[src/rtl/cca_cfg.svh]
// Register offsets, field positions and reset values of the channel assessor
`ifndef CCA_CFG_SVH
`define CCA_CFG_SVH

// -----------------------------------------------------------------
// Register byte offsets
// -----------------------------------------------------------------
`define CCA_OFF_CTRL      8'h00
`define CCA_OFF_RSSI_THR  8'h04
`define CCA_OFF_INNER_M   8'h08
`define CCA_OFF_OUTER_N   8'h0c
`define CCA_OFF_AMP_THR   8'h10
`define CCA_OFF_PHASE_THR 8'h14
`define CCA_OFF_STATUS    8'h18
`define CCA_OFF_IRQ_STAT  8'h1c
`define CCA_OFF_IRQ_MASK  8'h20

// -----------------------------------------------------------------
// Field positions
// -----------------------------------------------------------------
`define CCA_CTRL_BYPASS   0
`define CCA_CTRL_POLARITY 5
`define CCA_ST_ED         8
`define CCA_ST_CS         9
`define CCA_ST_BUSY       10
`define CCA_ST_PHASE_OK   11
`define CCA_ST_STATE_LSB  12
`define CCA_IRQ_TO_BUSY   0
`define CCA_IRQ_TO_CLEAR  1
`define CCA_IRQ_TIMEOUT   2
`define CCA_IRQ_CS_CHANGE 3

// -----------------------------------------------------------------
// Reset values
// -----------------------------------------------------------------
`define CCA_RST_CTRL      32'h0000_0020
`define CCA_RST_RSSI_THR  8'h20
`define CCA_RST_INNER_M   8'hff
`define CCA_RST_OUTER_N   8'hff
`define CCA_RST_AMP_THR   16'h0100
`define CCA_RST_PHASE_THR 16'h0100
`define CCA_RST_IRQ_MASK  4'h0

`endif

[src/rtl/cca_pkg.sv]
// Types shared by the channel assessor modules
package cca_pkg;

    // Assessment states
    typedef enum logic [2:0] {
        ST_CLEAR,
        ST_CARRIER,
        ST_BOTH,
        ST_ENERGY,
        ST_TIMEDOUT
    } cca_state_type;

    // Channel flags that travel together
    typedef struct packed {
        logic energy;
        logic carrier;
    } cca_flags_type;

    // Events that feed the interrupt status
    typedef struct packed {
        logic csChange;
        logic timeout;
        logic toClear;
        logic toBusy;
    } cca_events_type;

endpackage

[src/rtl/cca_assess.sv]
// Clear channel assessment state machine with APB register access
// Operation
// - Indicator pin continuous, polarity set by bit
// - Bypass makes the channel always clear
// - Energy flag when strength exceeds threshold
// - Carrier flag when sync amplitude meets threshold
// - Flag edges and time-out trigger decisions
// - Carrier sense active means busy
// - Carrier sense restarts the time-out counters
// - Both flags inactive means clear
// - Energy only counts and stays busy below N
// - Count reaching N resets and declares clear
// - Time-out spans M times N from settings
// - Indicator is advisory, drives no radio operation
// - Instantaneous signal strength readable in status
// - Amplitude threshold drives carrier; phase threshold is only reported in status
`timescale 1ns/100ps
`include "cca_cfg.svh"
module cca_assess
    import cca_pkg::*;
#(
    parameter int RSSI_W = 6,
    parameter int CNT_W  = 8,
    parameter int SQ_W   = 16
)(
    // Clock, reset, enable
    input  wire logic              ref_clk,
    input  wire logic              rst,
    input  wire logic              ce,
    // APB slave
    input  wire logic              psel,
    input  wire logic              penable,
    input  wire logic              pwrite,
    input  wire logic [7:0]        paddr,
    input  wire logic [31:0]       pwdata,
    output logic      [31:0]       prdata,
    output logic                   pready,
    output logic                   pslverr,
    // Signal strength samples from the converter
    input  wire logic              rssiValid,
    input  wire logic [RSSI_W-1:0] rssiValue,
    // Dwell quality measures from the acquisition logic
    input  wire logic              dwellValid,
    input  wire logic [SQ_W-1:0]   syncAmplitudeQuality,
    input  wire logic [SQ_W-1:0]   phaseNoise,
    // Outputs
    output logic                   ccaPin,
    output logic                   irq
);

    // ---------------------------------------------------------------
    // Registers and state
    // ---------------------------------------------------------------
    logic                bypass_r;
    logic                polarity_r;
    logic [RSSI_W-1:0]   rssiThr_r;
    logic [CNT_W-1:0]    innerM_r;
    logic [CNT_W-1:0]    outerN_r;
    logic [SQ_W-1:0]     ampThr_r;
    logic [SQ_W-1:0]     phaseThr_r;
    logic [RSSI_W-1:0]   rssi_r;
    logic                phaseOk_r;
    cca_flags_type       flags_r;
    cca_flags_type       prev_r;
    cca_state_type       state_r;
    cca_state_type       state_nxt;
    logic                busy_r;
    logic                busy_nxt;
    logic                pin_r;
    cca_events_type      irqStat_r;
    cca_events_type      irqMask_r;
    cca_events_type      events;
    logic                irq_r;
    logic [31:0]         prdata_r;
    logic                pready_r;
    logic                pslverr_r;
    logic                expire;
    logic [CNT_W-1:0]    outerCount;
    logic                trigger;
    logic                apbAccess;
    logic                apbWrite;
    logic                apbRead;
    logic                mapped;
    logic [31:0]         rdMux;

    // Reset word of the control register, kept whole so bits can be picked
    localparam logic [31:0] RST_CTRL = `CCA_RST_CTRL;

    // ---------------------------------------------------------------
    // APB slave
    // ---------------------------------------------------------------
    // One wait state so that read data can come straight from a flop
    assign apbAccess = psel && penable && pready_r;
    assign apbWrite  = apbAccess && pwrite;
    assign apbRead   = apbAccess && !pwrite;

    // Address decode and read mux; unmapped reads return zero
    always_comb
    begin
        mapped = 1'b1;
        rdMux  = 32'h0000_0000;
        case (paddr)
            `CCA_OFF_CTRL:
            begin
                rdMux[`CCA_CTRL_BYPASS]   = bypass_r;
                rdMux[`CCA_CTRL_POLARITY] = polarity_r;
            end
            `CCA_OFF_RSSI_THR:  rdMux[RSSI_W-1:0] = rssiThr_r;
            `CCA_OFF_INNER_M:   rdMux[CNT_W-1:0]  = innerM_r;
            `CCA_OFF_OUTER_N:   rdMux[CNT_W-1:0]  = outerN_r;
            `CCA_OFF_AMP_THR:   rdMux[SQ_W-1:0]   = ampThr_r;
            `CCA_OFF_PHASE_THR: rdMux[SQ_W-1:0]   = phaseThr_r;
            `CCA_OFF_STATUS:
            begin
                rdMux[RSSI_W-1:0]       = rssi_r;
                rdMux[`CCA_ST_ED]       = flags_r.energy;
                rdMux[`CCA_ST_CS]       = flags_r.carrier;
                rdMux[`CCA_ST_BUSY]     = busy_r;
                rdMux[`CCA_ST_PHASE_OK] = phaseOk_r;
                rdMux[`CCA_ST_STATE_LSB +: 3] = state_r;
            end
            `CCA_OFF_IRQ_STAT:  rdMux[3:0] = irqStat_r;
            `CCA_OFF_IRQ_MASK:  rdMux[3:0] = irqMask_r;
            default:            mapped = 1'b0;
        endcase
    end

    // Handshake: ready rises after the first access cycle, falls after
    always_ff @(posedge ref_clk)
    begin
        if (rst)
        begin
            pready_r  <= 1'b0;
            pslverr_r <= 1'b0;
            prdata_r  <= 32'h0000_0000;
        end
        else if (ce)
        begin
            pready_r  <= psel && penable && !pready_r;
            pslverr_r <= psel && penable && !pready_r && !mapped;
            if (psel && penable && !pready_r && !pwrite)
                prdata_r <= rdMux;
        end
    end

    // Writable settings
    always_ff @(posedge ref_clk)
    begin
        if (rst)
        begin
            bypass_r   <= RST_CTRL[`CCA_CTRL_BYPASS];
            polarity_r <= RST_CTRL[`CCA_CTRL_POLARITY];
            rssiThr_r  <= RSSI_W'(`CCA_RST_RSSI_THR);
            innerM_r   <= CNT_W'(`CCA_RST_INNER_M);
            outerN_r   <= CNT_W'(`CCA_RST_OUTER_N);
            ampThr_r   <= SQ_W'(`CCA_RST_AMP_THR);
            phaseThr_r <= SQ_W'(`CCA_RST_PHASE_THR);
            irqMask_r  <= `CCA_RST_IRQ_MASK;
        end
        else if (ce && apbWrite)
        begin
            case (paddr)
                `CCA_OFF_CTRL:
                begin
                    bypass_r   <= pwdata[`CCA_CTRL_BYPASS];
                    polarity_r <= pwdata[`CCA_CTRL_POLARITY];
                end
                `CCA_OFF_RSSI_THR:  rssiThr_r  <= pwdata[RSSI_W-1:0];
                `CCA_OFF_INNER_M:   innerM_r   <= pwdata[CNT_W-1:0];
                `CCA_OFF_OUTER_N:   outerN_r   <= pwdata[CNT_W-1:0];
                `CCA_OFF_AMP_THR:   ampThr_r   <= pwdata[SQ_W-1:0];
                `CCA_OFF_PHASE_THR: phaseThr_r <= pwdata[SQ_W-1:0];
                `CCA_OFF_IRQ_MASK:  irqMask_r  <= pwdata[3:0];
                default:            ;
            endcase
        end
    end

    // ---------------------------------------------------------------
    // Channel measures
    // ---------------------------------------------------------------
    // Latest strength sample and its threshold comparison
    always_ff @(posedge ref_clk)
    begin
        if (rst)
        begin
            rssi_r         <= '0;
            flags_r.energy <= 1'b0;
        end
        else if (ce && rssiValid)
        begin
            rssi_r         <= rssiValue;
            flags_r.energy <= rssiValue > rssiThr_r;
        end
    end

    // Dwell result: amplitude decides carrier sense, phase is reported
    always_ff @(posedge ref_clk)
    begin
        if (rst)
        begin
            flags_r.carrier <= 1'b0;
            phaseOk_r       <= 1'b0;
        end
        else if (ce && dwellValid)
        begin
            flags_r.carrier <= syncAmplitudeQuality >= ampThr_r;
            phaseOk_r       <= phaseNoise <= phaseThr_r;
        end
    end

    // Previous flags for change detection
    always_ff @(posedge ref_clk)
    begin
        if (rst)
            prev_r <= '0;
        else if (ce)
            prev_r <= flags_r;
    end

    // A decision is taken only on a flag edge or a time-out
    assign trigger = (flags_r != prev_r) || expire;

    // ---------------------------------------------------------------
    // Watchdog time-out
    // ---------------------------------------------------------------
    // Runs only while energy alone is seen; carrier sense restarts it
    cca_timeout #(
        .CNT_W      (CNT_W)
    ) u_timeout (
        .ref_clk    (ref_clk),
        .rst        (rst),
        .ce         (ce),
        .run        (state_r == ST_ENERGY),
        .restart    (flags_r.carrier),
        .innerLimit (innerM_r),
        .outerLimit (outerN_r),
        .expire     (expire),
        .outerCount (outerCount)
    );

    // ---------------------------------------------------------------
    // Assessment state machine
    // ---------------------------------------------------------------
    // Next state; holds between triggers
    always_comb
    begin
        state_nxt = state_r;
        if (trigger)
        begin
            case ({flags_r.carrier, flags_r.energy})
                2'b11:   state_nxt = ST_BOTH;
                2'b10:   state_nxt = ST_CARRIER;
                2'b01:
                begin
                    if (expire && state_r == ST_ENERGY)
                        state_nxt = ST_TIMEDOUT;
                    else if (state_r != ST_TIMEDOUT || expire == 1'b0)
                        state_nxt = ST_ENERGY;
                end
                2'b00:   state_nxt = ST_CLEAR;
                default: state_nxt = ST_CLEAR;
            endcase
        end
    end

    // Busy decode; bypass forces a clear indication at all times
    always_comb
    begin
        case (state_nxt)
            ST_CARRIER: busy_nxt = 1'b1;
            ST_BOTH:    busy_nxt = 1'b1;
            ST_ENERGY:  busy_nxt = 1'b1;
            default:    busy_nxt = 1'b0;
        endcase
        if (bypass_r)
            busy_nxt = 1'b0;
    end

    // State and indicator; the pin only advises the processor, it gates
    // nothing in the radio, which may transmit whatever it shows
    always_ff @(posedge ref_clk)
    begin
        if (rst)
        begin
            state_r <= ST_CLEAR;
            busy_r  <= 1'b0;
            pin_r   <= 1'b0;
        end
        else if (ce)
        begin
            state_r <= state_nxt;
            busy_r  <= busy_nxt;
            pin_r   <= polarity_r ? !busy_nxt : busy_nxt;
        end
    end

    // ---------------------------------------------------------------
    // Interrupts
    // ---------------------------------------------------------------
    assign events.toBusy   = busy_nxt && !busy_r;
    assign events.toClear  = !busy_nxt && busy_r;
    assign events.timeout  = expire;
    assign events.csChange = flags_r.carrier != prev_r.carrier;

    // Sticky status, cleared by a read; a new event wins over the clear
    always_ff @(posedge ref_clk)
    begin
        if (rst)
        begin
            irqStat_r <= '0;
            irq_r     <= 1'b0;
        end
        else if (ce)
        begin
            if (apbRead && paddr == `CCA_OFF_IRQ_STAT)
                // Clear only what the read returned; later events survive
                irqStat_r <= cca_events_type'((irqStat_r & ~prdata_r[3:0])
                                              | events);
            else
                irqStat_r <= irqStat_r | events;
            irq_r <= |(irqStat_r & irqMask_r);
        end
    end

    assign prdata  = prdata_r;
    assign pready  = pready_r;
    assign pslverr = pslverr_r;
    assign ccaPin  = pin_r;
    assign irq     = irq_r;

    // ---------------------------------------------------------------
    // Checks
    // ---------------------------------------------------------------
    a_pin_polarity: assert property (
        @(posedge ref_clk) disable iff (rst)
        ce |=> (ccaPin == ($past(polarity_r) ? !busy_r : busy_r)))
        else $error("indicator level disagrees with polarity");

    a_bypass_clear: assert property (
        @(posedge ref_clk) disable iff (rst)
        (ce && bypass_r) |=> !busy_r)
        else $error("busy shown while bypassed");

    a_energy_thresh: assert property (
        @(posedge ref_clk) disable iff (rst)
        (ce && rssiValid) |=>
            (flags_r.energy == ($past(rssiValue) > $past(rssiThr_r))))
        else $error("energy flag wrong for sample");

    a_carrier_thresh: assert property (
        @(posedge ref_clk) disable iff (rst)
        (ce && dwellValid) |=> (flags_r.carrier ==
            ($past(syncAmplitudeQuality) >= $past(ampThr_r))))
        else $error("carrier flag wrong for dwell");

    a_carrier_busy: assert property (
        @(posedge ref_clk) disable iff (rst)
        (ce && flags_r.carrier && !bypass_r) |=> busy_r)
        else $error("carrier sensed but channel not busy");

    a_idle_clear: assert property (
        @(posedge ref_clk) disable iff (rst)
        (ce && flags_r == '0 && prev_r != '0) |=> !busy_r)
        else $error("no flags but channel busy");

    a_energy_wait: assert property (
        @(posedge ref_clk) disable iff (rst)
        (ce && state_r == ST_ENERGY && !expire && !bypass_r &&
         flags_r == 2'b10 && prev_r == flags_r) |=> busy_r)
        else $error("energy wait not busy");

    a_timeout_clear: assert property (
        @(posedge ref_clk) disable iff (rst)
        (ce && expire && state_r == ST_ENERGY && flags_r == 2'b10)
            |=> (!busy_r && state_r == ST_TIMEDOUT))
        else $error("time-out did not declare clear");

endmodule

[src/rtl/cca_timeout.sv]
// Nested inner/outer watchdog count for energy-only interference
`timescale 1ns/100ps
`include "cca_cfg.svh"
module cca_timeout
    import cca_pkg::*;
#(
    parameter int CNT_W = 8
)(
    // Clock, reset, enable
    input  wire logic             ref_clk,
    input  wire logic             rst,
    input  wire logic             ce,
    // Control
    input  wire logic             run,
    input  wire logic             restart,
    input  wire logic [CNT_W-1:0] innerLimit,
    input  wire logic [CNT_W-1:0] outerLimit,
    // Results
    output logic                  expire,
    output logic      [CNT_W-1:0] outerCount
);

    logic [CNT_W-1:0] inner_r;
    logic [CNT_W-1:0] outer_r;
    logic             expire_r;
    logic             innerWrap;
    logic             outerDone;

    // A limit of zero behaves as one so the count can never stall
    assign innerWrap = (inner_r + 1'b1) >= innerLimit;
    assign outerDone = (outer_r + 1'b1) >= outerLimit;

    // Inner count advances every clock while run is high and restart low, and wraps at M
    always_ff @(posedge ref_clk)
    begin
        if (rst)
            inner_r <= '0;
        else if (ce)
        begin
            if (restart || !run)
                inner_r <= '0;
            else if (innerWrap)
                inner_r <= '0;
            else
                inner_r <= inner_r + 1'b1;
        end
    end

    // Outer count steps on each inner wrap; reaching N ends the wait
    always_ff @(posedge ref_clk)
    begin
        if (rst)
        begin
            outer_r  <= '0;
            expire_r <= 1'b0;
        end
        else if (ce)
        begin
            expire_r <= 1'b0;
            if (restart || !run)
                outer_r <= '0;
            else if (innerWrap)
            begin
                if (outerDone)
                begin
                    outer_r  <= '0;
                    expire_r <= 1'b1;
                end
                else
                    outer_r <= outer_r + 1'b1;
            end
        end
    end

    assign expire     = expire_r;
    assign outerCount = outer_r;

    // Restart empties the outer count
    a_restart_clears: assert property (
        @(posedge ref_clk) disable iff (rst)
        (ce && restart) |=> (outerCount == '0 && !expire))
        else $error("outer count not cleared on restart");

    // Each inner wrap below N advances the outer count by one
    a_outer_step: assert property (
        @(posedge ref_clk) disable iff (rst)
        (ce && run && !restart && innerWrap && !outerDone)
            |=> (outer_r == $past(outer_r) + 1'b1))
        else $error("outer count did not step on inner wrap");

endmodule

[config.mk]
export PLATFORM = sky130hd
export DESIGN_NAME = cca_assess
export DESIGN_NICKNAME = d
export VERILOG_FILES = /design/src/rtl/cca_pkg.sv /design/src/rtl/cca_assess.sv /design/src/rtl/cca_timeout.sv
export VERILOG_INCLUDE_DIRS = /design/src /design/src/rtl
export SDC_FILE = /design/constraint.sdc
export NUM_CORES = 1
export LEC_CHECK = 0
export ABC_CLOCK_PERIOD_IN_PS = 7010
export BUFFER_PORTS_ARGS = -buffer_cell sky130_fd_sc_hd__buf_2
export CAP_MARGIN = 30
export CORE_MARGIN = 4
export CORE_UTILIZATION = 40
export DETAILED_ROUTE_END_ITERATION = 8
export PLACE_DENSITY = 0.57
export SYNTH_ARGS = -nofsm -noshare
export SYNTH_HDL_FRONTEND = slang
export SYNTH_HIERARCHICAL = 1
export SYNTH_SLANG_ARGS = --single-unit
[constraint.sdc]
create_clock -name ref_clk -period 7.01 [get_ports ref_clk]
set_input_delay 0.701 -clock ref_clk [delete_from_list [all_inputs] [get_ports ref_clk]]
set_output_delay 0.701 -clock ref_clk [all_outputs]
set_load 0.02 [all_outputs]
Word-level counts from Yosys, hierarchy flattened
Cells that the tools add are included.

word-level totals
  latch bits = 0
  memory bits (writable) = 0
  logic and storage cells = 124
  output and inout bits = 36
  memories = 0
  flip-flop bits (word level) = 116
  ROM bits = 0

operators by class
  divide/modulo/power cells = 0
  mux-type cells = 24
  magnitude comparators = 5
  shift-type cells = 0
  bitwise logic cells = 6
  multiply operators = 0
  equal/unequal tests = 18
  add/sub/neg operators = 2
  reductions and logical operators = 38

operator list
  operator                                                         number
  8-bit two-way mux                                                5
  8-bit by 5-bit == test with 1-bit output, second input constant  4
  3-bit one-hot mux with 8 select lines                            1
  7-bit one-hot mux with 3 select lines                            1
  2-bit AND reduction                                              9
  8-bit by 1-bit adder with 8-bit output, second input constant    2
  8-bit by 4-bit == test with 1-bit output, second input constant  2
  16-bit >= comparator                                             1
  8-bit >= comparator                                              2
  16-bit less-or-equal comparator                                  1
  1-bit logical AND                                                14
  3-bit one-hot mux with 4 select lines                            1
  3-bit by 2-bit == test with 1-bit output, second input constant  3
  3-bit two-way mux                                                3
  1-bit one-hot mux with 9 select lines                            1
  9-bit OR reduction                                               1
  4-bit bitwise AND                                                2
  8-bit by 3-bit == test with 1-bit output, second input constant  1
  8-bit by 6-bit == test with 1-bit output, second input constant  1
  8-bit logical NOT                                                1
  4-bit bitwise OR                                                 2
  2-bit one-hot mux with 4 select lines                            1
  1-bit two-way mux                                                7
  1-bit one-hot mux with 7 select lines                            1
  other kinds (18)                                                 26

Logic depth before layout (Yosys ltp)
Gate-level depths: netlist of run 1.

  depth in word-level cells = 14
  depth in mapped cells = 11
  gate-level depth less buffers = 10

Hierarchy
Netlist of run 1, hierarchy kept.

modules (own cells, without submodules)
  module       times used  area an instance (µm²)  cells an instance
  cca_assess   1           5480.3                  682
  cca_timeout  1           1367.6                  171

Worst setup path before layout of run 1
No wires, ideal clock.

  path kind = reg2reg
  from = register u_timeout.inner_r[0]
  to = register u_timeout.inner_r[5]
  arrival time = 2.813 ns
  data required time = 6.936 ns
  setup time = 0.074 ns
  slack = 4.123 ns
  path buffers = 1
  cell stages (with the launch flop) = 12
  cell sequence = dfxtp_1 -> ha_1 -> nand3_1 -> nor2_1 -> xor2_1 -> ha_1 -> a21o_2 -> a2111oi_2 -> a21bo_1 -> buf_6 -> or4_1 -> a31oi_1

on the way
  cells in the longest elaborated chain, start to end = 4

RTL lines
  item                                      line                                  source
  start: declaration                        cca_timeout.sv:23                     logic [CNT_W-1:0] inner_r;
  start signal: assignment                  cca_timeout.sv:45                     inner_r <= inner_r + 1'b1;
  8-bit by 1-bit adder with 8-bit output *  cca_timeout.sv:30, cca_timeout.sv:45
  8-bit >= comparator                       cca_timeout.sv:30                     assign innerWrap = (inner_r + 1'b1) >= innerLimit;
  8-bit two-way mux *                       cca_timeout.sv:42                     else if (innerWrap)
  8-bit two-way mux *                       cca_timeout.sv:40                     if (restart || !run)

Every way passes the cells marked *; elsewhere a longest branch is shown, timed or not.
A chain may end at the register's enable or synchronous reset.

Final worst setup path of run 1
Same ends and word-level chain as after synthesis.

==> results summary, run 1 <==
From bottom edge to top edge, the die measures 139 microns. Synthesis produced 853 cells. The run finished with clean final reports. The die covers 0.0193 sq mm. The number of search-and-repair iterations in the first detailed-routing pass came out at 5. IR analysis of the VDD net gives a maximum drop of 169 uV. From synthesis to final layout, the design area changed by 17.2%. The count of placed standard cells including taps is 1,128.

The TritonCTS clock tree is done. The highest net fanout along the worst path is 11. The count of pins over their slew limit is 0. The kind of end point of the critical path is a flop. The min-delay analysis places its worst path in the category reg -> reg. The sum of negative setup slack is 0 ns. Once detailed placement completed, the half-perimeter wirelength came to 14,800 microns. The share of final-layout standard cells stronger than drive strength 1 is 15.4%. The routed length per instance is 17.5 microns.

The minimum clock period is 3.32 ns. The tree built by TritonCTS fans out to 116 sinks. Averaged over all synthesized cells, the footprint is 8.03 sq um. Across the routed clock network, the largest skew measured is 0.00795 ns. The longest clock path from root to sink contains 2 buffers. The critical path is of the reg -> reg type.

In this run, distinct cell masters in the synthesized netlist total 64. The area of the core is 0.0167 sq mm. The number of gates resized after CTS was 0.

The final-layout fill cell count is 1,692. The total grt overflow came out at 0. The number of warnings issued by yosys is 6. The initial antenna violation count came out at 0. The starting density of the core came out at 41.0%.

The number of global-route vias before repair came out at 5,903. The number of remaining DRC errors came out at 0. The final layout contains routed wiring with a total length of 20,300 microns. Setup repair after global routing left no endpoint under its margin.

The maximum frequency from static timing analysis is 0.301 GHz. The number of synthesized flops with an enable pin is 0. The area of the mapped netlist is 0.00685 sq mm. The hold buffer count at cts came out at 0. The width of the chip is 139 microns. The antenna diode count came out at 0. The placer congestion estimate came out at 0.892. The post-route clock period utilization came out at 47.4%.

The count of nets left with antenna violations after detail routing came out at 0. The clock tree synthesis step divided the H-tree into 4 levels. The clock latency reported for the late side of the worst-skew pair is 0.42 ns.

Measured against its own limit, the worst slew margin works out to 30.4%. The register area share after synthesis came out at 33.9%. Setup violations remaining at the end of the flow were counted as 0. The number of buffers added on ports is 89. The number of failing hold endpoints at the final stage is 0. The kind of start point of the critical path is a flop.

Data on the critical path is required at its endpoint by 7.35 ns. Buffers added to address setup during post-CTS repair amount to 0. The via-per-instance ratio came out at 5.44. The total area of multi-input combinational cells is 0.00406 sq mm.

After the last flow step, the layout net total stands at 1,069. The library cell occupying the most area in the post-synthesis netlist is dfxtp_1. Global routing consumed, over all layers together, 20.5% of the routing resources. The count of placed standard cells in the final layout, fillers left out is 1,159. The number of rows created at floorplan came out at 47. The dominant register cell in the synthesized netlist is dfxtp_1. The number of maximum-capacitance violations came out at 0. The detailed router finished its first iteration with 433 violations. TritonCTS created 17 clock buffers. Sorting the synthesized cells by area gives the leading types as dfxtp_1, ha_1, nand2_1, mux2i_1, a21oi_1. Dividing total power by cell area gives a power density of 213 mW/mm^2. The top-level I/O count is 122. The global-route wire length before repair is 32,000 microns. The clock slew seen by the registers of the worst setup and hold paths came out at 0.06 ns. The clock tree root buffer cell is clkbuf_16. The commonest cells after synthesis are nand2_1, dfxtp_1, nor2_1. The leakage power is 0.00347 uW. Entering global routing, the biggest net connects 59 pins. The share of Yosys cell area claimed by the top area cell type came out at 33.9%. Counting flops with an async set or reset pin after synthesis yields a share of 0%. The endpoint arrival time on the critical path came out at 3.66 ns. Across all layers, the routed design uses 6,302 vias. Yosys instantiated no cell more often than nand2_1. The sequential cells in the finished layout cover a total of 0.00232 sq mm. For the pin with the worst max-slew slack, the measured transition is 1.04 ns. The register bit total from synthesis came out at 116.
## placed cells by master, fill, tap and decap left out, types with 19 or more instances in the layout
cell type,n
nand2_1,121
mux2i_1,33
buf_2,88
nor2_1,64
a22oi_1,19
ha_1,56
nand3_1,40
inv_1,62
a21oi_1,56
dfxtp_1,116
o21ai_0,38
## sequential cells by signal (all words and copies together), names as in the netlist, 2 cells and up
signal,flops
ampThr_r,16
phaseThr_r,16
prdata,16
innerM_r,8
outerN_r,8
u_timeout/inner_r,8
u_timeout/outerCount,8
rssiThr_r,6
rssi_r,6
irqMask_r,4
irqStat_r,4
state_r,3
flags_r,2
prev_r,2
## metrics by stage
| stage | hold slack, ns | total power, uW | cell area [sq um] | worst slack, ns | util, % |
|---|---|---|---|---|---|
| 2_1_floorplan | 0.433 | 774 | 6900 | 4.12 | - |
| 3_3_place_gp | 0.443 | 822 | 7400 | 3.83 | 44.3 |
| 3_5_place_dp | 0.448 | 825 | 7420 | 3.76 | 44.4 |
| 4_1_cts | 0.455 | 1720 | 8020 | 3.71 | 48.0 |
| 5_1_grt | 0.476 | 1760 | 8020 | 3.45 | 48.0 |
| 6_report | 0.455 | 1710 | 8020 | 3.69 | 48.0 |
## logic make-up after synthesis
kind of cell,share of synthesized area [%]
AO/OA/AOI/OAI,18.0
XOR/XNOR,2.05
adder cells (fa/ha/maj),10.2
buffers and inverters,7.73
flip-flops,33.9
multiplexers,5.97
other,0.0548
AND/OR/NAND/NOR,22.0
## area by class of cell
class,instances,area share (%)
multi-input combinational,632,50.6
sequential,116,28.9
timing repair buffer,98,6.67
clock buffer,21,5.86
tap,220,3.43
inverter,62,2.90
clock inverter,10,1.62
## report_power, final
| group | switching, uW | internal (uW) | leakage [uW] |
|---|---|---|---|
| clock | 314 | 581 | 0.000294 |
| sequential | 8.06 | 667 | 0.000938 |
| combinational | 87.0 | 50.0 | 0.00224 |
| total | 410 | 1300 | 0.00347 |
## worst max-delay path, stage by stage, from the launching register on
cell and delay, ns:
dfxtp_1 0.43, ha_1 0.27, nand3_1 0.17, nor2_1 0.19, xor2_1 0.27, ha_1 0.31, a21o_2 0.23, a2111oi_2 0.39
a21bo_1 0.38, or4_1 0.44, a31oi_1 0.17
## worst paths after layout
kind | from | endpoint | slack (ns) | cells past startpoint
setup / recovery | u_timeout/inner_r[0] | u_timeout/inner_r[5] | 3.69 | 10
hold / removal | ampThr_r[5] | ampThr_r[5] | 0.46 | 2
setup reg to reg | u_timeout/inner_r[0] | u_timeout/inner_r[5] | 3.69 | 10
hold reg to reg | ampThr_r[5] | ampThr_r[5] | 0.46 | 2
## layer usage
metal / GRT usage (%) / routed length, microns
met1: 29.9 / 9870
met2: 30.5 / 8830
met3: 4.45 / 1200
met4: 5.92 / 385
met5: 0 / 0
No activity file was read; power rests on OpenSTA's default activity.
==> run 2: changes to the inputs <==
--- a/config.mk
+++ b/config.mk
@@ -6,7 +6,7 @@
 export SDC_FILE = /design/constraint.sdc
 export NUM_CORES = 1
 export LEC_CHECK = 0
-export ABC_CLOCK_PERIOD_IN_PS = 7010
+export ABC_CLOCK_PERIOD_IN_PS = 3060
 export BUFFER_PORTS_ARGS = -buffer_cell sky130_fd_sc_hd__buf_2
 export CAP_MARGIN = 30
 export CORE_MARGIN = 4
==> constraint.sdc (replaced) <==
create_clock -name ref_clk -period 3.06 [get_ports ref_clk]
set_input_delay 0.306 -clock ref_clk [delete_from_list [all_inputs] [get_ports ref_clk]]
set_output_delay 0.306 -clock ref_clk [all_outputs]
set_load 0.02 [all_outputs]
==> run 2 against run 1 <==
  * Register-to-register slack lost 3.5 ns
  * Routed wire length is essentially flat
  * Sequential share of layout area shrank 0.77 points
  * Critical path depth grew 1
  * Global-route usage grew 0.54 points
  * Sequential power grew 130%
  * Die area is the same
  * First-iteration DRC count grew 6.0%
  * Largest cell class unchanged
  * Total power grew 150%
==> results summary, run 2 (synthesized netlist as in run 1, its figures left out) <==
The vertical extent of the die came out at 139 microns (unchanged). The count of buffering cells on the critical path with inverters included is 1 (was 0). The hold buffer count at cts is 0 (unchanged). The share of total power in sequential cells is 36.6% (was 39.5%). The via count was 6,311 (was 6,302). The net switching component of the power came out at 932 uW (was 410 uW).

The number of search-and-repair iterations in the first detailed-routing pass came out at 5 (unchanged). The number of global-route vias before repair came to 5,892 (was 5,903). The final-layout fill cell count came out at 1,675 (was 1,692). The initial antenna violation count is 0 (unchanged). The clock slew seen by the registers of the worst setup and hold paths is 0.06 ns (about the same). The transition time at the pin with the least slew margin is 0.851 ns (was 1.04 ns). The power share of the clock group is 55.9% (was 52.4%). The clock tree root buffer cell was clkbuf_16 (unchanged).

The top-level I/O count came to 122 (unchanged). The placer congestion estimate is 0.867 (was 0.892). The count of pins over their slew limit is 0 (unchanged). The type of the worst min-delay path is in -> reg (was reg -> reg). The kind of start point of the critical path is a flop (unchanged). The slowest stage cell on the critical path is dfxtp_1 (was or4_1). The count of nets left with antenna violations after detail routing came out at 0 (unchanged).

The final-layout worst hold slack is 0.131 ns (was 0.455 ns). Unrepaired setup endpoints after global routing: false (unchanged). The number of buffers added on ports came to 89 (unchanged). The total detailed-routing wirelength came out at 20,300 microns (about the same). The number of nets in the finished design is 1,083 (was 1,069). The leakage power is 0.00359 uW (was 0.00347 uW).

The width of the chip is 139 microns (unchanged). The setup violation total in the final timing report is 0 (unchanged). The post-DP HPWL came out at 14,900 microns (was 14,800 microns). The maximum number of pins on one net before global-route repair came out at 67 (was 59). The share of final-layout standard cells stronger than drive strength 1 came to 17.0% (was 15.4%). The total grt overflow is 0 (unchanged). The worst path required time came to 3.41 ns (was 7.35 ns). The worst voltage drop across the vdd grid came to 382 uV (was 169 uV). The post-route clock period utilization is 94.7% (was 47.4%). The TritonCTS clock tree is done (unchanged). The relative area change from synthesis to final layout came out at 20.4% (was 17.2%). The total power density per cell area came out at 513 mW/mm^2 (was 213 mW/mm^2). The total routing usage reported by global routing came out at 21.1% (was 20.5%). The most frequent standard cell in the layout excluding fill and tap cells was nand2_1 (unchanged). The kind of end point of the critical path is a flop (unchanged). The internal portion of total power came out at 3290 uW (was 1300 uW). The maximum frequency from static timing analysis is 0.345 GHz (was 0.301 GHz). The number of sinks handled by clock tree synthesis was 116 (unchanged). The number of DRC violations after detailed-routing iteration 0 is 459 (was 433). The die footprint came out at 0.0193 sq mm (unchanged). The clock latency reported for the late side of the worst-skew pair is 0.42 ns (about the same). The count of placed standard cells in the final layout, fillers left out is 1,174 (was 1,159). The routed length per instance was 17.3 microns (was 17.5 microns). The post-placement worst setup slack is 0.160 ns (was 3.76 ns). The count of H-tree levels built during CTS came out at 4 (unchanged).

The endpoint arrival time on the critical path is 3.25 ns (was 3.66 ns). The number of remaining DRC errors came out at 0 (unchanged). The highest net fanout along the worst path is 9 (was 11). CP Cell Sequence: ha_4, nand3_1, nor2_1, xor2_1, ha_1, a21o_2, a2111oi_2, a21bo_2, buf_4, or3_1, a21oi_1 (was ha_1, nand3_1, nor2_1, xor2_1, ha_1, a21o_2, a2111oi_2, a21bo_1, or4_1, a31oi_1). The switching share of power is 22.1% (was 24.0%). The clock skew is 0.00695 ns (was 0.00795 ns). The power share of the combinational group is 7.5% (was 8.0%).

The dominant delay contributor by cell family on the critical path is compound AO/OA/AOI/OAI gates (unchanged). The number of failing hold endpoints at the final stage was 0 (unchanged). The peak per-stage delay on the critical path came to 0.41 ns (was 0.44 ns). The antenna diode count is 0 (unchanged). The total area of multi-input combinational cells is 0.00409 sq mm (was 0.00406 sq mm). The number of buffers between clock root and the deepest sink came to 2 (unchanged). The minimum clock period is 2.90 ns (was 3.32 ns). Most frequent cells in the layout: nand2_1, dfxtp_1, buf_2, nor2_1, inv_1 (unchanged).

The number of clock buffers inserted by TritonCTS came out at 17 (unchanged). The number of rows created at floorplan is 47 (unchanged). The sum of negative setup slack came to 0 ns (unchanged). The number of maximum-capacitance violations came to 0 (unchanged). Result of the run: complete, no violations (unchanged).

The final worst-path setup slack is 0.162 ns (was 3.69 ns). The count of placed standard cells including taps is 1,142 (was 1,128). The area of the core is 0.0167 sq mm (unchanged). The starting density of the core came out at 41.0% (unchanged).

The global-route wire length before repair came out at 32,300 microns (was 32,000 microns). The via-per-instance ratio came out at 5.38 (was 5.44). The kind of critical path is reg -> reg (unchanged). The area used by sequential logic in the layout came to 0.00232 sq mm (unchanged). The remaining max-slew budget at the tightest pin came to 43.1% (was 30.4%).
## run 2: cell count changes in the layout (fill, tap and decap cells not counted), sizes merged
cell      change
clkbuf        +1
clkinvlp      -2
bufinv        +4
buf          +14
clkinv        -2
## run 2: worst paths after layout
path	endpoint	slack, ns	depth (start not counted)	startpoint
worst min register to register	rssiThr_r[4]	0.46	2	rssiThr_r[4]
worst min-delay path	ampThr_r[8]	0.13	3	pwdata[8]
worst max register to register	u_timeout/inner_r[0]	0.16	11	u_timeout/inner_r[1]
worst max-delay path	u_timeout/inner_r[0]	0.16	11	u_timeout/inner_r[1]
## run 2: metrics by stage
step | power (uW) | instance area [sq um] | utilization, %
floorplan | 1770 | 6900 | -
global placement | 1890 | 7520 | 45.0
detailed placement | 1890 | 7520 | 45.0
CTS | 4250 | 8210 | 49.2
global route | 4350 | 8240 | 49.4
finish | 4230 | 8240 | 49.4
## run 2: layer usage
metal,GRT usage (%),up-vias,share of wire (%)
met5,0,-,0
met4,7.16,0,2.1
met3,3.72,30,4.9
met2,30.8,184,43
met1,31.1,2937,50
li1,-,3160,-
## run 2: worst reg2reg max path, cell delays in order (launching register included)
cell and delay [ns]:
dfxtp_1 0.41, ha_4 0.18, nand3_1 0.10, nor2_1 0.16, xor2_1 0.22, ha_1 0.29
a21o_2 0.24, a2111oi_2 0.36, a21bo_2 0.28, buf_4 0.17, or3_1 0.31, a21oi_1 0.12
## run 2: timing repair
| action | 4_1_cts | 5_1_grt |
|---|---|---|
| setup endpoints to repair | 0 | 2 |
| buffers inserted | 0 | 0 |
| gates resized for setup | 0 | 5 |
## run 2: final cells by class
type                    instances  area share [%]
well taps                     220            3.34
flip-flops and latches        116            28.2
repair buffers                112            7.68
inverters                      62            2.82
clock inverters                10            2.73
clock buffers                  22            5.63
multi-input cells             632            49.6
## run 2: power by group through the flow
stage | Clock, uW | Combinational, uW | Sequential [uW]
after floorplan | 0 | 196 | 1580
after global placement | 0 | 313 | 1580
after detailed placement | 0 | 313 | 1580
after CTS | 2390 | 315 | 1550
after global routing | 2450 | 350 | 1550
final | 2360 | 316 | 1550
==> run 3: changes to the inputs <==
--- a/config.mk
+++ b/config.mk
@@ -9,10 +9,12 @@
 export ABC_CLOCK_PERIOD_IN_PS = 3060
 export BUFFER_PORTS_ARGS = -buffer_cell sky130_fd_sc_hd__buf_2
 export CAP_MARGIN = 30
+export CELL_PAD_IN_SITES_DETAIL_PLACEMENT = 0
+export CELL_PAD_IN_SITES_GLOBAL_PLACEMENT = 1
 export CORE_MARGIN = 4
 export CORE_UTILIZATION = 40
 export DETAILED_ROUTE_END_ITERATION = 8
-export PLACE_DENSITY = 0.57
+export PLACE_DENSITY = 0.75
 export SYNTH_ARGS = -nofsm -noshare
 export SYNTH_HDL_FRONTEND = slang
 export SYNTH_HIERARCHICAL = 1
==> run 3 against run 2 <==
  * Global-route usage about the same
  * Combinational power about the same
  * Largest power group unchanged
  * Register-to-register slack about the same
  * Fmax decreased by 0.51%
==> results summary, run 3 (synthesized netlist as in run 1, its figures left out) <==
The kind of critical path is reg -> reg (unchanged). The setup violation total in the final timing report is 0 (unchanged). The maximum frequency from static timing analysis came out at 0.343 GHz (was 0.345 GHz).

The number of DRC violations after detailed-routing iteration 0 is 433 (was 459). The slowest stage cell on the critical path is or4_1 (was dfxtp_1). The net switching component of the power is 928 uW (was 932 uW). The initial antenna violation count is 0 (unchanged).

The number of search-and-repair iterations in the first detailed-routing pass came out at 5 (unchanged). The die footprint is 0.0193 sq mm (unchanged). The transition time at the pin with the least slew margin is 0.866 ns (was 0.851 ns). The number of clock buffers inserted by TritonCTS is 17 (unchanged). The worst path required time came out at 3.39 ns (was 3.41 ns).

The post-route clock period utilization is 95.2% (was 94.7%). The share of final-layout standard cells stronger than drive strength 1 is 17.2% (was 17.0%). The total area of multi-input combinational cells was 0.00410 sq mm (was 0.00409 sq mm). The number of rows created at floorplan was 47 (unchanged). The maximum number of pins on one net before global-route repair was 78 (was 67). The post-route cell area is 0.00820 sq mm (was 0.00824 sq mm). The startpoint of the tightest hold check path is pwdata[12] (was pwdata[8]). The endpoint of the worst register-to-register path is u_timeout/inner_r[4] (was u_timeout/inner_r[0]).

The via-per-instance ratio came out at 5.35 (was 5.38). The total detailed-routing wirelength is 20,400 microns (was 20,300 microns). The relative area change from synthesis to final layout came to 19.7% (was 20.4%).

The clock skew is 0.0104 ns (was 0.00695 ns). The antenna diode count is 0 (unchanged). The number of sinks handled by clock tree synthesis came out at 116 (unchanged). Most frequent cells in the layout: nand2_1, dfxtp_1, buf_2, nor2_1, inv_1 (unchanged).

The via count came out at 6,300 (was 6,311). The kind of start point of the critical path was a flop (unchanged). The starting density of the core is 41.0% (unchanged). Unrepaired setup endpoints after global routing: false (unchanged). CP Cell Sequence: buf_4, and3_1, nand4_1, xnor2_2, ha_1, and4_1, a2111oi_4, a21bo_2, or4_1, a31oi_1 (was ha_4, nand3_1, nor2_1, xor2_1, ha_1, a21o_2, a2111oi_2, a21bo_2, buf_4, or3_1, a21oi_1). The switching share of power is 23.7% (was 22.1%). The post-DP HPWL came out at 15,300 microns (was 14,900 microns). The width of the chip came to 139 microns (unchanged). The placed standard-cell area is 0.00755 sq mm (was 0.00752 sq mm).

The number of buffers inserted by post-CTS setup repair is 0 (unchanged). The clock tree root buffer cell is clkbuf_16 (unchanged). The endpoint arrival time on the critical path is 3.25 ns (about the same). The number of nets in the finished design was 1,087 (was 1,083). The count of H-tree levels built during CTS is 4 (unchanged). The clock slew seen by the registers of the worst setup and hold paths is 0.05 ns (was 0.06 ns). The number of remaining DRC errors came out at 0 (unchanged).

The number of global-route vias before repair came out at 6,001 (was 5,892). The total power density per cell area came out at 478 mW/mm^2 (was 513 mW/mm^2). The total grt overflow is 0 (unchanged). The peak per-stage delay on the critical path is 0.40 ns (was 0.41 ns). The leakage power was 0.00358 uW (was 0.00359 uW). The remaining max-slew budget at the tightest pin came out at 40.8% (was 43.1%). The depth of the worst hold-timing path is 3 (unchanged). The final-layout fill cell count is 1,704 (was 1,675). The global-route wire length before repair is 32,300 microns (about the same).

The TritonCTS clock tree is done (unchanged). The area used by sequential logic in the layout came out at 0.00232 sq mm (unchanged). The top-level I/O count is 122 (unchanged).

Result of the run: complete, no violations (unchanged). The most frequent standard cell in the layout excluding fill and tap cells is nand2_1 (unchanged). The total routing usage reported by global routing is 21.0% (was 21.1%).

The number of failing hold endpoints at the final stage came to 0 (unchanged). The end of the worst hold path is phaseThr_r[12] (was ampThr_r[8]). The power share of the clock group was 52.4% (was 55.9%). The vertical extent of the die came out at 139 microns (unchanged). The clock latency reported for the late side of the worst-skew pair came out at 0.41 ns (was 0.42 ns). The internal portion of total power is 2990 uW (was 3290 uW).

The number of buffers between clock root and the deepest sink came out at 2 (unchanged). The minimum clock period came to 2.91 ns (was 2.90 ns). The worst voltage drop across the vdd grid came out at 430 uV (was 382 uV). The reg2reg setup slack came to 0.15 ns (was 0.16 ns). The number of maximum-capacitance violations is 0 (unchanged). The share of total power in sequential cells is 39.5% (was 36.6%). The highest net fanout along the worst path was 5 (was 9).

The cell depth of the worst flop-to-flop path is 10 (was 11). The placer congestion estimate is 0.872 (was 0.867). The power share of the combinational group came to 8.2% (was 7.5%). The kind of end point of the critical path was a flop (unchanged). The sum of negative setup slack is 0 ns (unchanged). The type of the worst min-delay path is in -> reg (unchanged). The critical register-to-register path startpoint is u_timeout/inner_r[0] (was u_timeout/inner_r[1]).

The count of nets left with antenna violations after detail routing was 0 (unchanged). The routed length per instance came out at 17.3 microns (about the same). The area of the core came out at 0.0167 sq mm (unchanged). The count of pins over their slew limit was 0 (unchanged). The number of buffers added on ports is 89 (unchanged).
run 3: repair_timing:
action,in CTS,in global routing
setup endpoints to repair,0,3
hold buffers,0,0
gates resized for setup,0,6
run 3: power groups by stage:
stage               Clock, uW  Sequential (uW)  Combinational (uW)
floorplan                   0             1580                 196
global placement            0             1580                 316
detailed placement          0             1580                 317
CTS                      2080             1550                 318
global route             2150             1550                 351
finish                   2050             1550                 319
run 3: through the flow:
step                util, %  power, uW  setup WS (ns)  hold slack, ns  cells
floorplan                 -       1770          0.173           0.424    868
global placement       45.2       1890          0.193           0.444   1146
detailed placement     45.2       1890          0.118           0.448   1146
CTS                    48.8       3950          0.105           0.127   1178
global route           49.1       4050        0.00506           0.126   1178
finish                 49.1       3910          0.147           0.144   1178
run 3: critical path: cells and delay by family (launching register included):
kind,cells,cell delay (ns)
AO/OA/AOI/OAI,3,0.79
adder cells (fa/ha/maj),1,0.35
XOR/XNOR,1,0.18
flip-flops,1,0.37
AND/OR/NAND/NOR,4,0.98
buffers and inverters,1,0.15
run 3: area by class of cell:
type                       instances  area share [%]
clock buffer                      23            5.83
clock inverter                     9            1.54
inverter                          62            2.84
multi-input combinational        632            50.0
sequential                       116            28.3
tap                              220            3.36
timing repair buffer             116            8.09
run 3: per-layer routing:
layer	wire (microns)	part of all wire, %	global-route usage, %	vias to the layer above
met5	0	0	0	-
met4	260	1.3	5.25	0
met3	1110	5.4	4.83	17
met2	9190	45	32.7	187
met1	9870	48	29.7	2933
li1	-	-	-	3163
run 3: worst max path at each step:
stage / start / endpoint / slack [ns] / depth (start not counted)
global placement: u_timeout/inner_r[1] / u_timeout/inner_r[4] / 0.19 / 10
global route: u_timeout/outerCount[0] / u_timeout/outerCount[2] / 0.005 / 9
floorplan: u_timeout/inner_r[0] / u_timeout/inner_r[5] / 0.17 / 11
detailed placement: u_timeout/inner_r[1] / u_timeout/inner_r[4] / 0.12 / 10
CTS: u_timeout/inner_r[1] / u_timeout/inner_r[4] / 0.11 / 10
finish: u_timeout/inner_r[0] / u_timeout/inner_r[4] / 0.15 / 10
